===== config.mk =====
export PLATFORM = sky130hd
export DESIGN_NAME = rtc_regs
export DESIGN_NICKNAME = d
export VERILOG_FILES = /design/src/verilog/rtc_pkg.sv /design/src/verilog/bcd_step.sv /design/src/verilog/rtc_regs.sv
export SDC_FILE = /design/constraint.sdc
export NUM_CORES = 1
export LEC_CHECK = 0
export ABC_AREA = 1
export BUFFER_PORTS_ARGS = -buffer_cell sky130_fd_sc_hd__buf_4
export CAP_MARGIN = 20
export CELL_PAD_IN_SITES_DETAIL_PLACEMENT = 0
export CELL_PAD_IN_SITES_GLOBAL_PLACEMENT = 2
export CORE_MARGIN = 1
export CORE_UTILIZATION = 36
export DETAILED_ROUTE_END_ITERATION = 10
export PLACE_DENSITY = 0.84
export SYNTH_ARGS = -nofsm -noshare
export SYNTH_HDL_FRONTEND = slang
export SYNTH_SLANG_ARGS = --single-unit
export TNS_END_PERCENT = 50

===== constraint.sdc =====
create_clock -name clk -period 4.32 [get_ports clk]
set_input_delay 0.864 -clock clk [delete_from_list [all_inputs] [get_ports clk]]
set_output_delay 0.864 -clock clk [all_outputs]
set_load 0.05 [all_outputs]

===== src/verilog/rtc_pkg.sv =====
`default_nettype none
package rtc_pkg;
   // ------------------------------------------------------------
   // Register offsets
   // ------------------------------------------------------------
   localparam logic [7:0] ADDR_FLAGS = 8'h00;
   localparam logic [7:0] ADDR_TRIM = 8'h01;
   localparam logic [7:0] ADDR_HOUR = 8'h04;
   localparam logic [7:0] ADDR_WEEKDAY = 8'h05;
   localparam logic [7:0] ADDR_DATE = 8'h06;
   localparam logic [7:0] ADDR_MONTH = 8'h07;
   localparam logic [7:0] ADDR_YEAR = 8'h08;
   localparam logic [7:0] ADDR_WDOG = 8'h09;

   // ------------------------------------------------------------
   // Field positions
   // ------------------------------------------------------------
   localparam int CENTURY_BIT = 6;
   localparam int CAL_MODE_BIT = 2;
   localparam int FREEZE_BIT = 1;
   localparam int SNAPSHOT_BIT = 0;
   localparam int OSC_DISABLE_BIT = 7;
   localparam int TRIM_SIGN_BIT = 5;
   localparam int WD_FLAG_BIT = 7;
   localparam int SUPPLY_FLAG_BIT = 6;
   localparam int LOW_BACKUP_BIT = 5;
   localparam logic [3:0] RESTART_KEY = 4'hA;

   // ------------------------------------------------------------
   // Field masks, BCD limits and reset values
   // ------------------------------------------------------------
   localparam logic [7:0] HOUR_MASK = 8'h3F;
   localparam logic [7:0] WEEKDAY_MASK = 8'h07;
   localparam logic [7:0] DATE_MASK = 8'h3F;
   localparam logic [7:0] MONTH_MASK = 8'h1F;
   localparam logic [7:0] YEAR_MASK = 8'hFF;
   localparam logic [3:0] BCD_NINE = 4'h9;
   localparam logic [7:0] HOUR_FIRST = 8'h00;
   localparam logic [7:0] HOUR_LAST = 8'h23;
   localparam logic [7:0] WEEKDAY_FIRST = 8'h01;
   localparam logic [7:0] WEEKDAY_LAST = 8'h07;
   localparam logic [7:0] DATE_FIRST = 8'h01;
   localparam logic [7:0] MONTH_FIRST = 8'h01;
   localparam logic [7:0] MONTH_LAST = 8'h12;
   localparam logic [7:0] YEAR_FIRST = 8'h00;
   localparam logic [7:0] YEAR_LAST = 8'h99;
   localparam logic [7:0] DAYS_28 = 8'h28;
   localparam logic [7:0] DAYS_29 = 8'h29;
   localparam logic [7:0] DAYS_30 = 8'h30;
   localparam logic [7:0] DAYS_31 = 8'h31;
   localparam logic OSC_DISABLE_RESET = 1'b1;

   // ------------------------------------------------------------
   // Carriers
   // ------------------------------------------------------------
   typedef struct packed {
      logic [7:0] hour;
      logic [7:0] weekday;
      logic [7:0] date;
      logic [7:0] month;
      logic [7:0] year;
   } time_t;

   localparam time_t RESET_TIME = '{hour: HOUR_FIRST, weekday: WEEKDAY_FIRST,
      date: DATE_FIRST, month: MONTH_FIRST, year: YEAR_FIRST};

   typedef struct packed {
      logic rd;
      logic wr;
      logic [7:0] addr;
      logic [7:0] wdata;
   } reg_req_t;

   typedef struct packed {
      logic hour_tick;
      logic wd_reset;
      logic supply_reset;
      logic low_backup;
   } event_t;

   typedef struct packed {
      logic osc_disable;
      logic trim_sign;
      logic [4:0] trim_mag;
      logic cal_mode;
   } trim_t;
endpackage
`default_nettype wire


===== src/verilog/bcd_step.sv =====
`timescale 1ns/1ns
`default_nettype none
// ------------------------------------------------------------
// One BCD field step: first..last then back to first
// ------------------------------------------------------------
module bcd_step
(
   input wire logic [7:0] value, // Present BCD value
   input wire logic [7:0] first, // Value after wrap
   input wire logic [7:0] last, // Last value before wrap
   output logic [7:0] next_value, // Stepped value
   output logic wrap // High when last was reached
);
   // Units roll into tens at nine; a value past last (bad software write) also wraps
   always_comb
   begin
      wrap = (value >= last);
      if (wrap)
      begin
         next_value = first;
      end
      else if (value[3:0] >= rtc_pkg::BCD_NINE)
      begin
         next_value = {value[7:4] + 4'h1, 4'h0};
      end
      else
      begin
         next_value = {value[7:4], value[3:0] + 4'h1};
      end
   end
endmodule // bcd_step
`default_nettype wire


===== src/verilog/rtc_regs.sv =====
// Behaviour
// - Writing key 1010b to the restart field restarts the watchdog interval.
// - Any other key value leaves the watchdog alone; flags still update.
// - Watchdog and supply reset flags latch on their event until software clears.
// - Years hold two BCD digits, tens high nibble, range 0-99.
// - Month tens is bit 4, units bits 3:0, bits 7:5 read zero.
// - Date tens in bits 5:4, units bits 3:0, range 1-31.
// - Oscillator disable bit 7 stops timekeeping, reads 1 after reset.
// - Trim sign chooses adding or subtracting the trim amount.
// - Five-bit trim magnitude in bits 4:0, read and write.
// - Calibration mode bit 2: 1 enters calibration, 0 returns to normal.
// - Outside calibration mode the shared pin carries the comparator result.
// - Snapshot 0 to 1 copies the running core into the user registers.
// - Flags register: century bit 6, cal bit 2, freeze bit 1, snapshot bit 0.
`timescale 1ns/1ns
`default_nettype none
module rtc_regs
(
   input wire logic clk, // 125 MHz clock
   input wire logic nrst, // Synchronous reset, active low
   input wire rtc_pkg::reg_req_t req, // Register read and write strobes
   input wire rtc_pkg::event_t events, // Hour carry and reset source pulses
   input wire logic cal_clock, // Calibration clock from oscillator
   input wire logic compare_in, // Voltage comparator result
   output logic [7:0] rdata, // Read data, valid cycle after rd
   output rtc_pkg::trim_t trim, // Oscillator and trim controls
   output logic wd_restart, // One-cycle watchdog restart pulse
   output logic trim_or_compare_out // Shared calibration/compare pin
);
   // ------------------------------------------------------------
   // State
   // ------------------------------------------------------------
   typedef struct packed {
      rtc_pkg::time_t core;
      rtc_pkg::time_t user;
      logic century;
      logic freeze;
      logic snapshot;
      rtc_pkg::trim_t trim;
      logic wd_flag;
      logic supply_flag;
      logic low_backup;
      logic wd_restart;
      logic [7:0] rdata;
   } state_t;

   state_t s;
   state_t next_s;

   logic [7:0] hour_next, weekday_next, date_next, month_next, year_next;
   logic hour_wrap, weekday_wrap, date_wrap, month_wrap, year_wrap;
   logic [7:0] date_last;
   logic tick;
   logic wr_flags, wr_trim, wr_wdog, wr_time;
   logic [7:0] read_mux;

   // Last day of the month; leap test covers 00-99 only, which matches the years range
   function automatic logic [7:0] month_last_day(input logic [7:0] month,
                                                 input logic [7:0] year);
      logic leap;
      leap = year[4] ? (year[3:0] == 4'h2 || year[3:0] == 4'h6)
                     : (year[3:0] == 4'h0 || year[3:0] == 4'h4 || year[3:0] == 4'h8);
      case (month)
         8'h02: month_last_day = leap ? rtc_pkg::DAYS_29 : rtc_pkg::DAYS_28;
         8'h04, 8'h06, 8'h09, 8'h11: month_last_day = rtc_pkg::DAYS_30;
         default: month_last_day = rtc_pkg::DAYS_31;
      endcase
   endfunction

   // ------------------------------------------------------------
   // Calendar steppers
   // ------------------------------------------------------------
   assign date_last = month_last_day(s.core.month, s.core.year);

   bcd_step hour_step (.value(s.core.hour), .first(rtc_pkg::HOUR_FIRST),
      .last(rtc_pkg::HOUR_LAST), .next_value(hour_next), .wrap(hour_wrap));
   bcd_step weekday_step (.value(s.core.weekday), .first(rtc_pkg::WEEKDAY_FIRST),
      .last(rtc_pkg::WEEKDAY_LAST), .next_value(weekday_next), .wrap(weekday_wrap));
   bcd_step date_step (.value(s.core.date), .first(rtc_pkg::DATE_FIRST),
      .last(date_last), .next_value(date_next), .wrap(date_wrap));
   bcd_step month_step (.value(s.core.month), .first(rtc_pkg::MONTH_FIRST),
      .last(rtc_pkg::MONTH_LAST), .next_value(month_next), .wrap(month_wrap));
   bcd_step year_step (.value(s.core.year), .first(rtc_pkg::YEAR_FIRST),
      .last(rtc_pkg::YEAR_LAST), .next_value(year_next), .wrap(year_wrap));

   // Stopped oscillator means no carries reach the calendar
   assign tick = events.hour_tick && !s.trim.osc_disable;

   // Address decode
   assign wr_flags = req.wr && (req.addr == rtc_pkg::ADDR_FLAGS);
   assign wr_trim = req.wr && (req.addr == rtc_pkg::ADDR_TRIM);
   assign wr_wdog = req.wr && (req.addr == rtc_pkg::ADDR_WDOG);
   assign wr_time = req.wr && (req.addr == rtc_pkg::ADDR_HOUR ||
      req.addr == rtc_pkg::ADDR_WEEKDAY || req.addr == rtc_pkg::ADDR_DATE ||
      req.addr == rtc_pkg::ADDR_MONTH || req.addr == rtc_pkg::ADDR_YEAR);

   // ------------------------------------------------------------
   // Read multiplexer
   // ------------------------------------------------------------
   // Restart key is write-only and reserved bits read zero; unmapped reads zero
   always_comb
   begin
      read_mux = 8'h00;
      case (req.addr)
         rtc_pkg::ADDR_FLAGS:
         begin
            read_mux[rtc_pkg::CENTURY_BIT] = s.century;
            read_mux[rtc_pkg::CAL_MODE_BIT] = s.trim.cal_mode;
            read_mux[rtc_pkg::FREEZE_BIT] = s.freeze;
            read_mux[rtc_pkg::SNAPSHOT_BIT] = s.snapshot;
         end
         rtc_pkg::ADDR_TRIM:
         begin
            read_mux[rtc_pkg::OSC_DISABLE_BIT] = s.trim.osc_disable;
            read_mux[rtc_pkg::TRIM_SIGN_BIT] = s.trim.trim_sign;
            read_mux[4:0] = s.trim.trim_mag;
         end
         rtc_pkg::ADDR_HOUR: read_mux = s.user.hour & rtc_pkg::HOUR_MASK;
         rtc_pkg::ADDR_WEEKDAY: read_mux = s.user.weekday & rtc_pkg::WEEKDAY_MASK;
         rtc_pkg::ADDR_DATE: read_mux = s.user.date & rtc_pkg::DATE_MASK;
         rtc_pkg::ADDR_MONTH: read_mux = s.user.month & rtc_pkg::MONTH_MASK;
         rtc_pkg::ADDR_YEAR: read_mux = s.user.year & rtc_pkg::YEAR_MASK;
         rtc_pkg::ADDR_WDOG:
         begin
            read_mux[rtc_pkg::WD_FLAG_BIT] = s.wd_flag;
            read_mux[rtc_pkg::SUPPLY_FLAG_BIT] = s.supply_flag;
            read_mux[rtc_pkg::LOW_BACKUP_BIT] = s.low_backup;
         end
         default: read_mux = 8'h00;
      endcase
   end

   // ------------------------------------------------------------
   // Next state
   // ------------------------------------------------------------
   always_comb
   begin
      next_s = s;
      next_s.wd_restart = 1'b0;
      if (req.rd)
      begin
         next_s.rdata = read_mux;
      end

      // Running core; carries ripple only on the wrap of the field below
      if (tick)
      begin
         next_s.core.hour = hour_next;
         if (hour_wrap)
         begin
            next_s.core.weekday = weekday_next;
            next_s.core.date = date_next;
            if (date_wrap)
            begin
               next_s.core.month = month_next;
               if (month_wrap)
               begin
                  next_s.core.year = year_next;
               end
            end
         end
      end

      // User copy follows the core only while neither held nor captured
      if (!s.freeze && !s.snapshot)
      begin
         next_s.user = s.core;
      end

      // Flags register; century is set-wins against a software clear
      if (wr_flags)
      begin
         next_s.century = req.wdata[rtc_pkg::CENTURY_BIT];
         next_s.trim.cal_mode = req.wdata[rtc_pkg::CAL_MODE_BIT];
         next_s.freeze = req.wdata[rtc_pkg::FREEZE_BIT];
         next_s.snapshot = req.wdata[rtc_pkg::SNAPSHOT_BIT];
         if (req.wdata[rtc_pkg::SNAPSHOT_BIT] && !s.snapshot)
         begin
            next_s.user = s.core;
         end
         if (!req.wdata[rtc_pkg::FREEZE_BIT] && s.freeze)
         begin
            next_s.core = s.user;
         end
      end
      if (tick && hour_wrap && date_wrap && month_wrap && year_wrap)
      begin
         next_s.century = 1'b1;
      end

      // Oscillator and trim
      if (wr_trim)
      begin
         next_s.trim.osc_disable = req.wdata[rtc_pkg::OSC_DISABLE_BIT];
         next_s.trim.trim_sign = req.wdata[rtc_pkg::TRIM_SIGN_BIT];
         next_s.trim.trim_mag = req.wdata[4:0];
      end

      // User time writes land only while frozen, else the tracking copy would undo them
      if (wr_time && s.freeze)
      begin
         case (req.addr)
            rtc_pkg::ADDR_HOUR: next_s.user.hour = req.wdata & rtc_pkg::HOUR_MASK;
            rtc_pkg::ADDR_WEEKDAY: next_s.user.weekday = req.wdata & rtc_pkg::WEEKDAY_MASK;
            rtc_pkg::ADDR_DATE: next_s.user.date = req.wdata & rtc_pkg::DATE_MASK;
            rtc_pkg::ADDR_MONTH: next_s.user.month = req.wdata & rtc_pkg::MONTH_MASK;
            default: next_s.user.year = req.wdata & rtc_pkg::YEAR_MASK;
         endcase
      end

      // Watchdog restart and reset-source flags
      if (wr_wdog)
      begin
         next_s.wd_flag = req.wdata[rtc_pkg::WD_FLAG_BIT];
         next_s.supply_flag = req.wdata[rtc_pkg::SUPPLY_FLAG_BIT];
         next_s.low_backup = req.wdata[rtc_pkg::LOW_BACKUP_BIT];
         if (req.wdata[3:0] == rtc_pkg::RESTART_KEY)
         begin
            next_s.wd_restart = 1'b1;
         end
      end
      // Events after the write so a set in the clearing cycle is kept
      if (events.wd_reset)
      begin
         next_s.wd_flag = 1'b1;
      end
      if (events.supply_reset)
      begin
         next_s.supply_flag = 1'b1;
      end
      if (events.low_backup)
      begin
         next_s.low_backup = 1'b1;
      end
   end

   // ------------------------------------------------------------
   // State register
   // ------------------------------------------------------------
   always_ff @(posedge clk)
   begin
      if (!nrst)
      begin
         s <= '0;
         s.core <= rtc_pkg::RESET_TIME;
         s.user <= rtc_pkg::RESET_TIME;
         s.trim.osc_disable <= rtc_pkg::OSC_DISABLE_RESET;
      end
      else
      begin
         s <= next_s;
      end
   end

   // Outputs
   assign rdata = s.rdata;
   assign trim = s.trim;
   assign wd_restart = s.wd_restart;
   // Pin mux is combinational so the calibration clock passes without a flop delay
   assign trim_or_compare_out = s.trim.cal_mode ? cal_clock : compare_in;
endmodule // rtc_regs
`default_nettype wire


* Word level (Yosys, flattened, before mapping)
Index checks and enable logic that the tools add are counted.
** Storage, ports and cells
- Word-level logic and storage cells :: 131
- Register bits :: 103
- Output and inout port bits :: 18
- Bits of input ports :: 26
** Cells by class
- Reductions and logical operators :: 33
- Equal/unequal tests :: 17
- Magnitude comparators :: 10
- Mux-type cells :: 39
- $add $sub $neg :: 10
** Operator list (count)
- $mux 40 :: 5
- $mux 8 :: 16
- $mux 83 :: 1
- $eq 8x3->1 const B :: 6
- $add 4x1->4 const B :: 10
- $mux 32 :: 1
- $eq 8x4->1 const B :: 3
- $pmux 3 s7 :: 1
- $ge 4x4->1 const B :: 5
- $mux 16 :: 1
- $logic_and 1x1->1 :: 13
- $pmux 2 s5 :: 1
- $pmux 5 s2 :: 1
- $eq 4x3->1 const B :: 2
- $eq 4x4->1 const B :: 2
- $eq 8x1->1 const B :: 1
- $eq 8x2->1 const B :: 1
- $eq 8x5->1 const B :: 1
- $ge 8x3->1 const B :: 1
- $ge 8x5->1 const B :: 1
- $ge 8x6->1 :: 1
- $ge 8x6->1 const B :: 1
- $ge 8x8->1 const B :: 1
- $logic_not 8->1 :: 1
- 11 further kinds :: 32

* Depth between registers and ports, before layout
- Depth after elaboration :: 14
- Mapped depth :: 21

* Cells and area by module
A second synthesis with hierarchy kept.
** Second synthesis, totals
- Cell total of the unflattened synthesis :: 1416
- Area total of the unflattened synthesis :: 8514.4 sq um
** Modules (own cells, without submodules)
- rtc_regs :: cells an instance 906, instances 1, sequential area each 2062.0 sq um, area each 5749.3 sq um
- bcd_step :: cells an instance 102, instances 5, sequential area each 0.0 sq um, area each 553.0 sq um

* Least setup slack after synthesis
No wires, ideal clock.
- Kind :: register to register
- Start point :: register s[71] in the netlist's numbering
- End point :: register s[73] in the netlist's numbering
- Data required time :: 4206 ps
- Data arrival time :: 2512 ps
- Cell stages (with the launch flop) :: 19
- Buffers on the path :: 1
- Period minus slack after synthesis :: 2626 ps
- Path slack :: 1694 ps
- Setup time :: 114 ps
- Cells stage by stage :: dfxtp_1 -> inv_1 -> ha_1 -> or2_2 -> a21oi_1 -> o31ai_1 -> or2_2 -> inv_1 -> ha_1 -> nand2_1 -> nand2_1 -> nor2_1 -> nand2_1 -> nand2_1 -> nor2_4 -> buf_2 -> o21ai_0 -> o21bai_1 -> inv_1
** On the way
- Cells in the longest elaborated chain, start to end :: 9
- Elaborated cells between the ends (all ways) :: 18
- Those cells by class :: 1 x add/sub; 3 x order compare; 5 x eq/ne; 8 x mux; 1 x reduce/logical
** RTL lines
- from (decl) :: RTL line rtc_regs.sv:47 : state_t s;
- from (signal assigned) :: RTL line rtc_regs.sv:251 : s <= next_s;
- $eq 8x3->1 (tied with other cells) :: RTL line rtc_regs.sv:63 : case (month)
- $reduce_or 4->1 :: RTL line rtc_regs.sv:63
- $pmux 5 s2 :: RTL line rtc_regs.sv:63
- $ge 8x6->1 :: RTL line bcd_step.sv:17 : wrap = (value >= last);
- $mux 16 * :: RTL line rtc_regs.sv:153 : if (date_wrap)
- $mux 32 * :: RTL line rtc_regs.sv:149 : if (hour_wrap)
- $mux 40 * :: RTL line rtc_regs.sv:146 : if (tick)
- $mux 40 :: RTL line rtc_regs.sv:181 : if (!req.wdata[rtc_pkg::FREEZE_BIT] && s.freeze)
- $mux 83 * :: RTL line rtc_regs.sv:171 : if (wr_flags)
Mark *: on every way between the ends. The rest lies on a longest branch, timed or not. The select of a mux whose other input is x is not followed.
A chain may end at the register's enable or synchronous reset.

* Final worst setup path
- Start point :: register s[71] in the netlist's numbering
- End point :: register s[74] in the netlist's numbering
Same word-level chain as after synthesis.

==> summary.md <==
| Metric | Value |
|---|---|
| Synth cell types | `43` |
| Via-per-instance ratio | `5.09` |
| Max-slew headroom | `0.489` |
| Routed WL per cell | `16.9 um` |
| Pwr dens | `250 nW/um2` |
| Gr usage total | `0.247` |
| Crit path DAT | `3.39 ns` |
| GRT Residual Overflow | `0` |
| Post-CTS Hold Fix Bufs | `0` |
| Floorplan row count | `50` |
| Leak | `3.52 nW` |
| Reg2Reg Depth | `17` |
| Ys flop type | `dfxtp_1` |
| Fin util | `0.409` |
| Average cell area after synthesis | `6.24 um2` |
| Startpoint types | `flop` |
| CTS tree | `done` |
| Gate Count Post-Synth | `1,124` |
| P&R area growth vs syn | `10.1%` |
| Flops & latches, synth | `103` |
| Initial antenna violation count | `0` |
| Clock latency on the worst-skew pair | `0.37 ns` |
| Hold Violations, Final | `0` |
| R2R Path End | `s[74]$_SDFF_PN0_` |
| Initial DRC Count | `550` |
| Critical Path Most Common Cell | `nand2_1` |
| Crit. End Element | `flop` |
| Status | `completed` |
| Slew @ Worst Pin | `0.762 ns` |
| Count of input and output buffers | `43` |
| Setup Skew | `0.0113 ns` |
| Reg-to-reg critical path startpoint | `s[71]$_SDFF_PN1_` |
| Worst EP required | `4.56 ns` |
| Clock transition at path regs | `0.08 ns` |
| # placed instances | `1,377` |
| Setup bufs post-CTS | `0` |
| Period utilisation layout | `0.728` |
| Fmax | `318 MHz` |
| Post-Layout Cell Count | `1,393` |
| Post-layout min period | `3.14 ns` |
| Worst Path Max Fanout | `6` |
| CP Depth | `17` |
| Starting density of the core | `0.371` |
| Drt first pass iters | `5` |
| CP max-delay cell | `dfxtp_1` |
| H-tree Lvls | `3` |
| CP bufs+invs | `3` |
| Maximum buffer depth of the clock tree | `2` |
| Clock sinks | `103` |
| Async set or reset register ratio after synthesis | `0` |
| Num ports | `44` |
| Crit-path max cell delay | `0.43 ns` |
| CP delay by family, top | `simple AND/OR/NAND/NOR gates` |
| WS Path Type | `reg2reg` |
| Setup violators final | `0` |
| Die X | `142 um` |
| Main area contributors after synthesis | `dfxtp_1 (29%), nand2_1 (19%), o21ai_0 (9.6%)` |
| Fraction of layout cells with a size suffix above 1 | `0.0980` |
| Hold Crit Depth | `2` |
| Largest net degree at the start of global routing | `46` |
| Reg2reg setup slack | `1.18 ns` |
| ANT cells | `0` |
| Sequential share of the synthesized area | `0.294` |
| Post-DRT Antenna Nets | `0` |
| Commonest non-fill, non-tap cell in the layout | `nand2_1` |
| Root buffer cell | `clkbuf_16` |
| Most frequent cells in the layout | `nand2_1 (350), o21ai_0 (134), inv_1 (108), dfxtp_1 (103)` |
| Final total power | `1.93 mW` |
| Die height | `142 um` |
| Routability cong. | `0.841` |
| Worst Hold Endpoint | `s[53]$_SDFF_PN0_` |
| Yosys top cell by area | `dfxtp_1` |
| Slew Limit Fails | `0` |
| RSZ-0062 raised after global routing | `false` |
| Min-delay src | `s[53]$_SDFF_PN0_` |
| Vias in the first global route | `6,678` |
| Core Box Area | `18,900 um2` |
| Min-delay worst type | `reg2reg` |
| # DRC | `0` |
| Num CTS Buffers | `9` |
| Cell Area, Synth | `7020 um2` |
| Yosys top cell area share | `0.294` |
| CTS resizes | `0` |
| Post-synth net total | `1,183` |
| Max capacitance violation total | `0` |
| Detailed Route WL | `23,500 um` |
| Die area | `20,100 um2` |
| Post-synth EDFFs | `0` |
| Post-DP HPWL | `17,100 um` |
| Post-route setup TNS | `0 ns` |
| Worst Setup SP | `s[71]$_SDFF_PN1_` |
| Synth warnings | `0` |
| CP Cell Sequence | `inv_1 -> ha_1 -> or2_2 -> a21oi_1 -> o31ai_1 -> or2_2 -> inv_1 -> ha_1 -> nand2_1 -> nand2_1 -> nor2_1 -> nand2_1 -> nand2_1 -> inv_1 -> nand2_1 -> o21ai_0 -> a21oi_1` |
| Vias | `7,084` |
| First-pass GRT wire length | `38,000 um` |
| Layout Nets | `1,187` |
| Worst vdd ir | `0.175 mV` |
-- worst register-to-register path, stage by stage, from the launching register on --
cell     delay (ns)
dfxtp_1        0.43
inv_1          0.15
ha_1           0.25
or2_2          0.29
a21oi_1        0.12
o31ai_1        0.09
or2_2          0.29
inv_1          0.06
ha_1           0.13
nand2_1        0.06
nand2_1        0.08
nor2_1         0.04
nand2_1        0.05
nand2_1        0.14
inv_1          0.21
nand2_1        0.27
o21ai_0        0.28
a21oi_1        0.09
-- synth_stat cells (7+ instances only) --
cell type	n
o211ai_1	11
buf_2	10
a31oi_1	7
dfxtp_1	103
a21oi_1	79
ha_1	33
buf_4	21
nand2_1	350
nand3_1	58
nor3_1	10
nand4_1	16
o21ai_0	134
o21ai_1	11
nor2_1	80
inv_2	7
inv_1	108
clkbuf_1	27
-- where the power goes --
| group | switching, mW | internal (mW) |
|---|---|---|
| Sequential | 0.00204 | 0.952 |
| Combinational | 0.0815 | 0.0346 |
| Clock | 0.445 | 0.412 |
| Total | 0.529 | 1.40 |
-- logic make-up after synthesis --
logic type	synth area share
flip-flops	0.294
multiplexers	0.00160
XOR/XNOR	0.00999
AND/OR/NAND/NOR	0.329
AO/OA/AOI/OAI	0.192
adder cells (fa/ha/maj)	0.0588
buffers and inverters	0.115
-- registers in the layout (all words and copies together) (netlist names) --
name	cells
s	86
trim	8
rdata	8
wd_restart	1
-- layer usage --
layer,global-route usage,up-vias,share of wire
met1,0.343,3283,0.48
met2,0.403,141,0.47
met5,0,-,0
met4,0.0419,0,0.010
li1,-,3639,-
met3,0.0435,21,0.042
-- worst max path at each step --
stage	to	slack, ns
global placement	s[53]$_SDFF_PN0_	1.14
finish	s[74]$_SDFF_PN0_	1.18
floorplan	s[73]$_SDFF_PN0_	1.69
global route	s[64]$_SDFF_PN0_	0.87
CTS	s[74]$_SDFF_PN0_	1.15
detailed placement	s[90]$_SDFF_PN0_	1.17
-- through the flow --
step / instance area (um2) / worst slack, ns / hold slack [ns]
6_report: 7720 / 1.18 / 0.460
5_1_grt: 7720 / 0.867 / 0.478
4_1_cts: 7720 / 1.15 / 0.463
3_5_place_dp: 7420 / 1.17 / 0.449
3_3_place_gp: 7420 / 1.14 / 0.450
2_1_floorplan: 7020 / 1.69 / 0.436
-- layout make-up --
type,instances,area [um2]
fillers,2119,11200
multi-input cells,838,4160
flip-flops and latches,103,2060
inverters,119,450
repair buffers,57,428
well taps,260,325
clock buffers,9,225
clock inverters,7,75.1
Power figures use the tool's default switching activity.
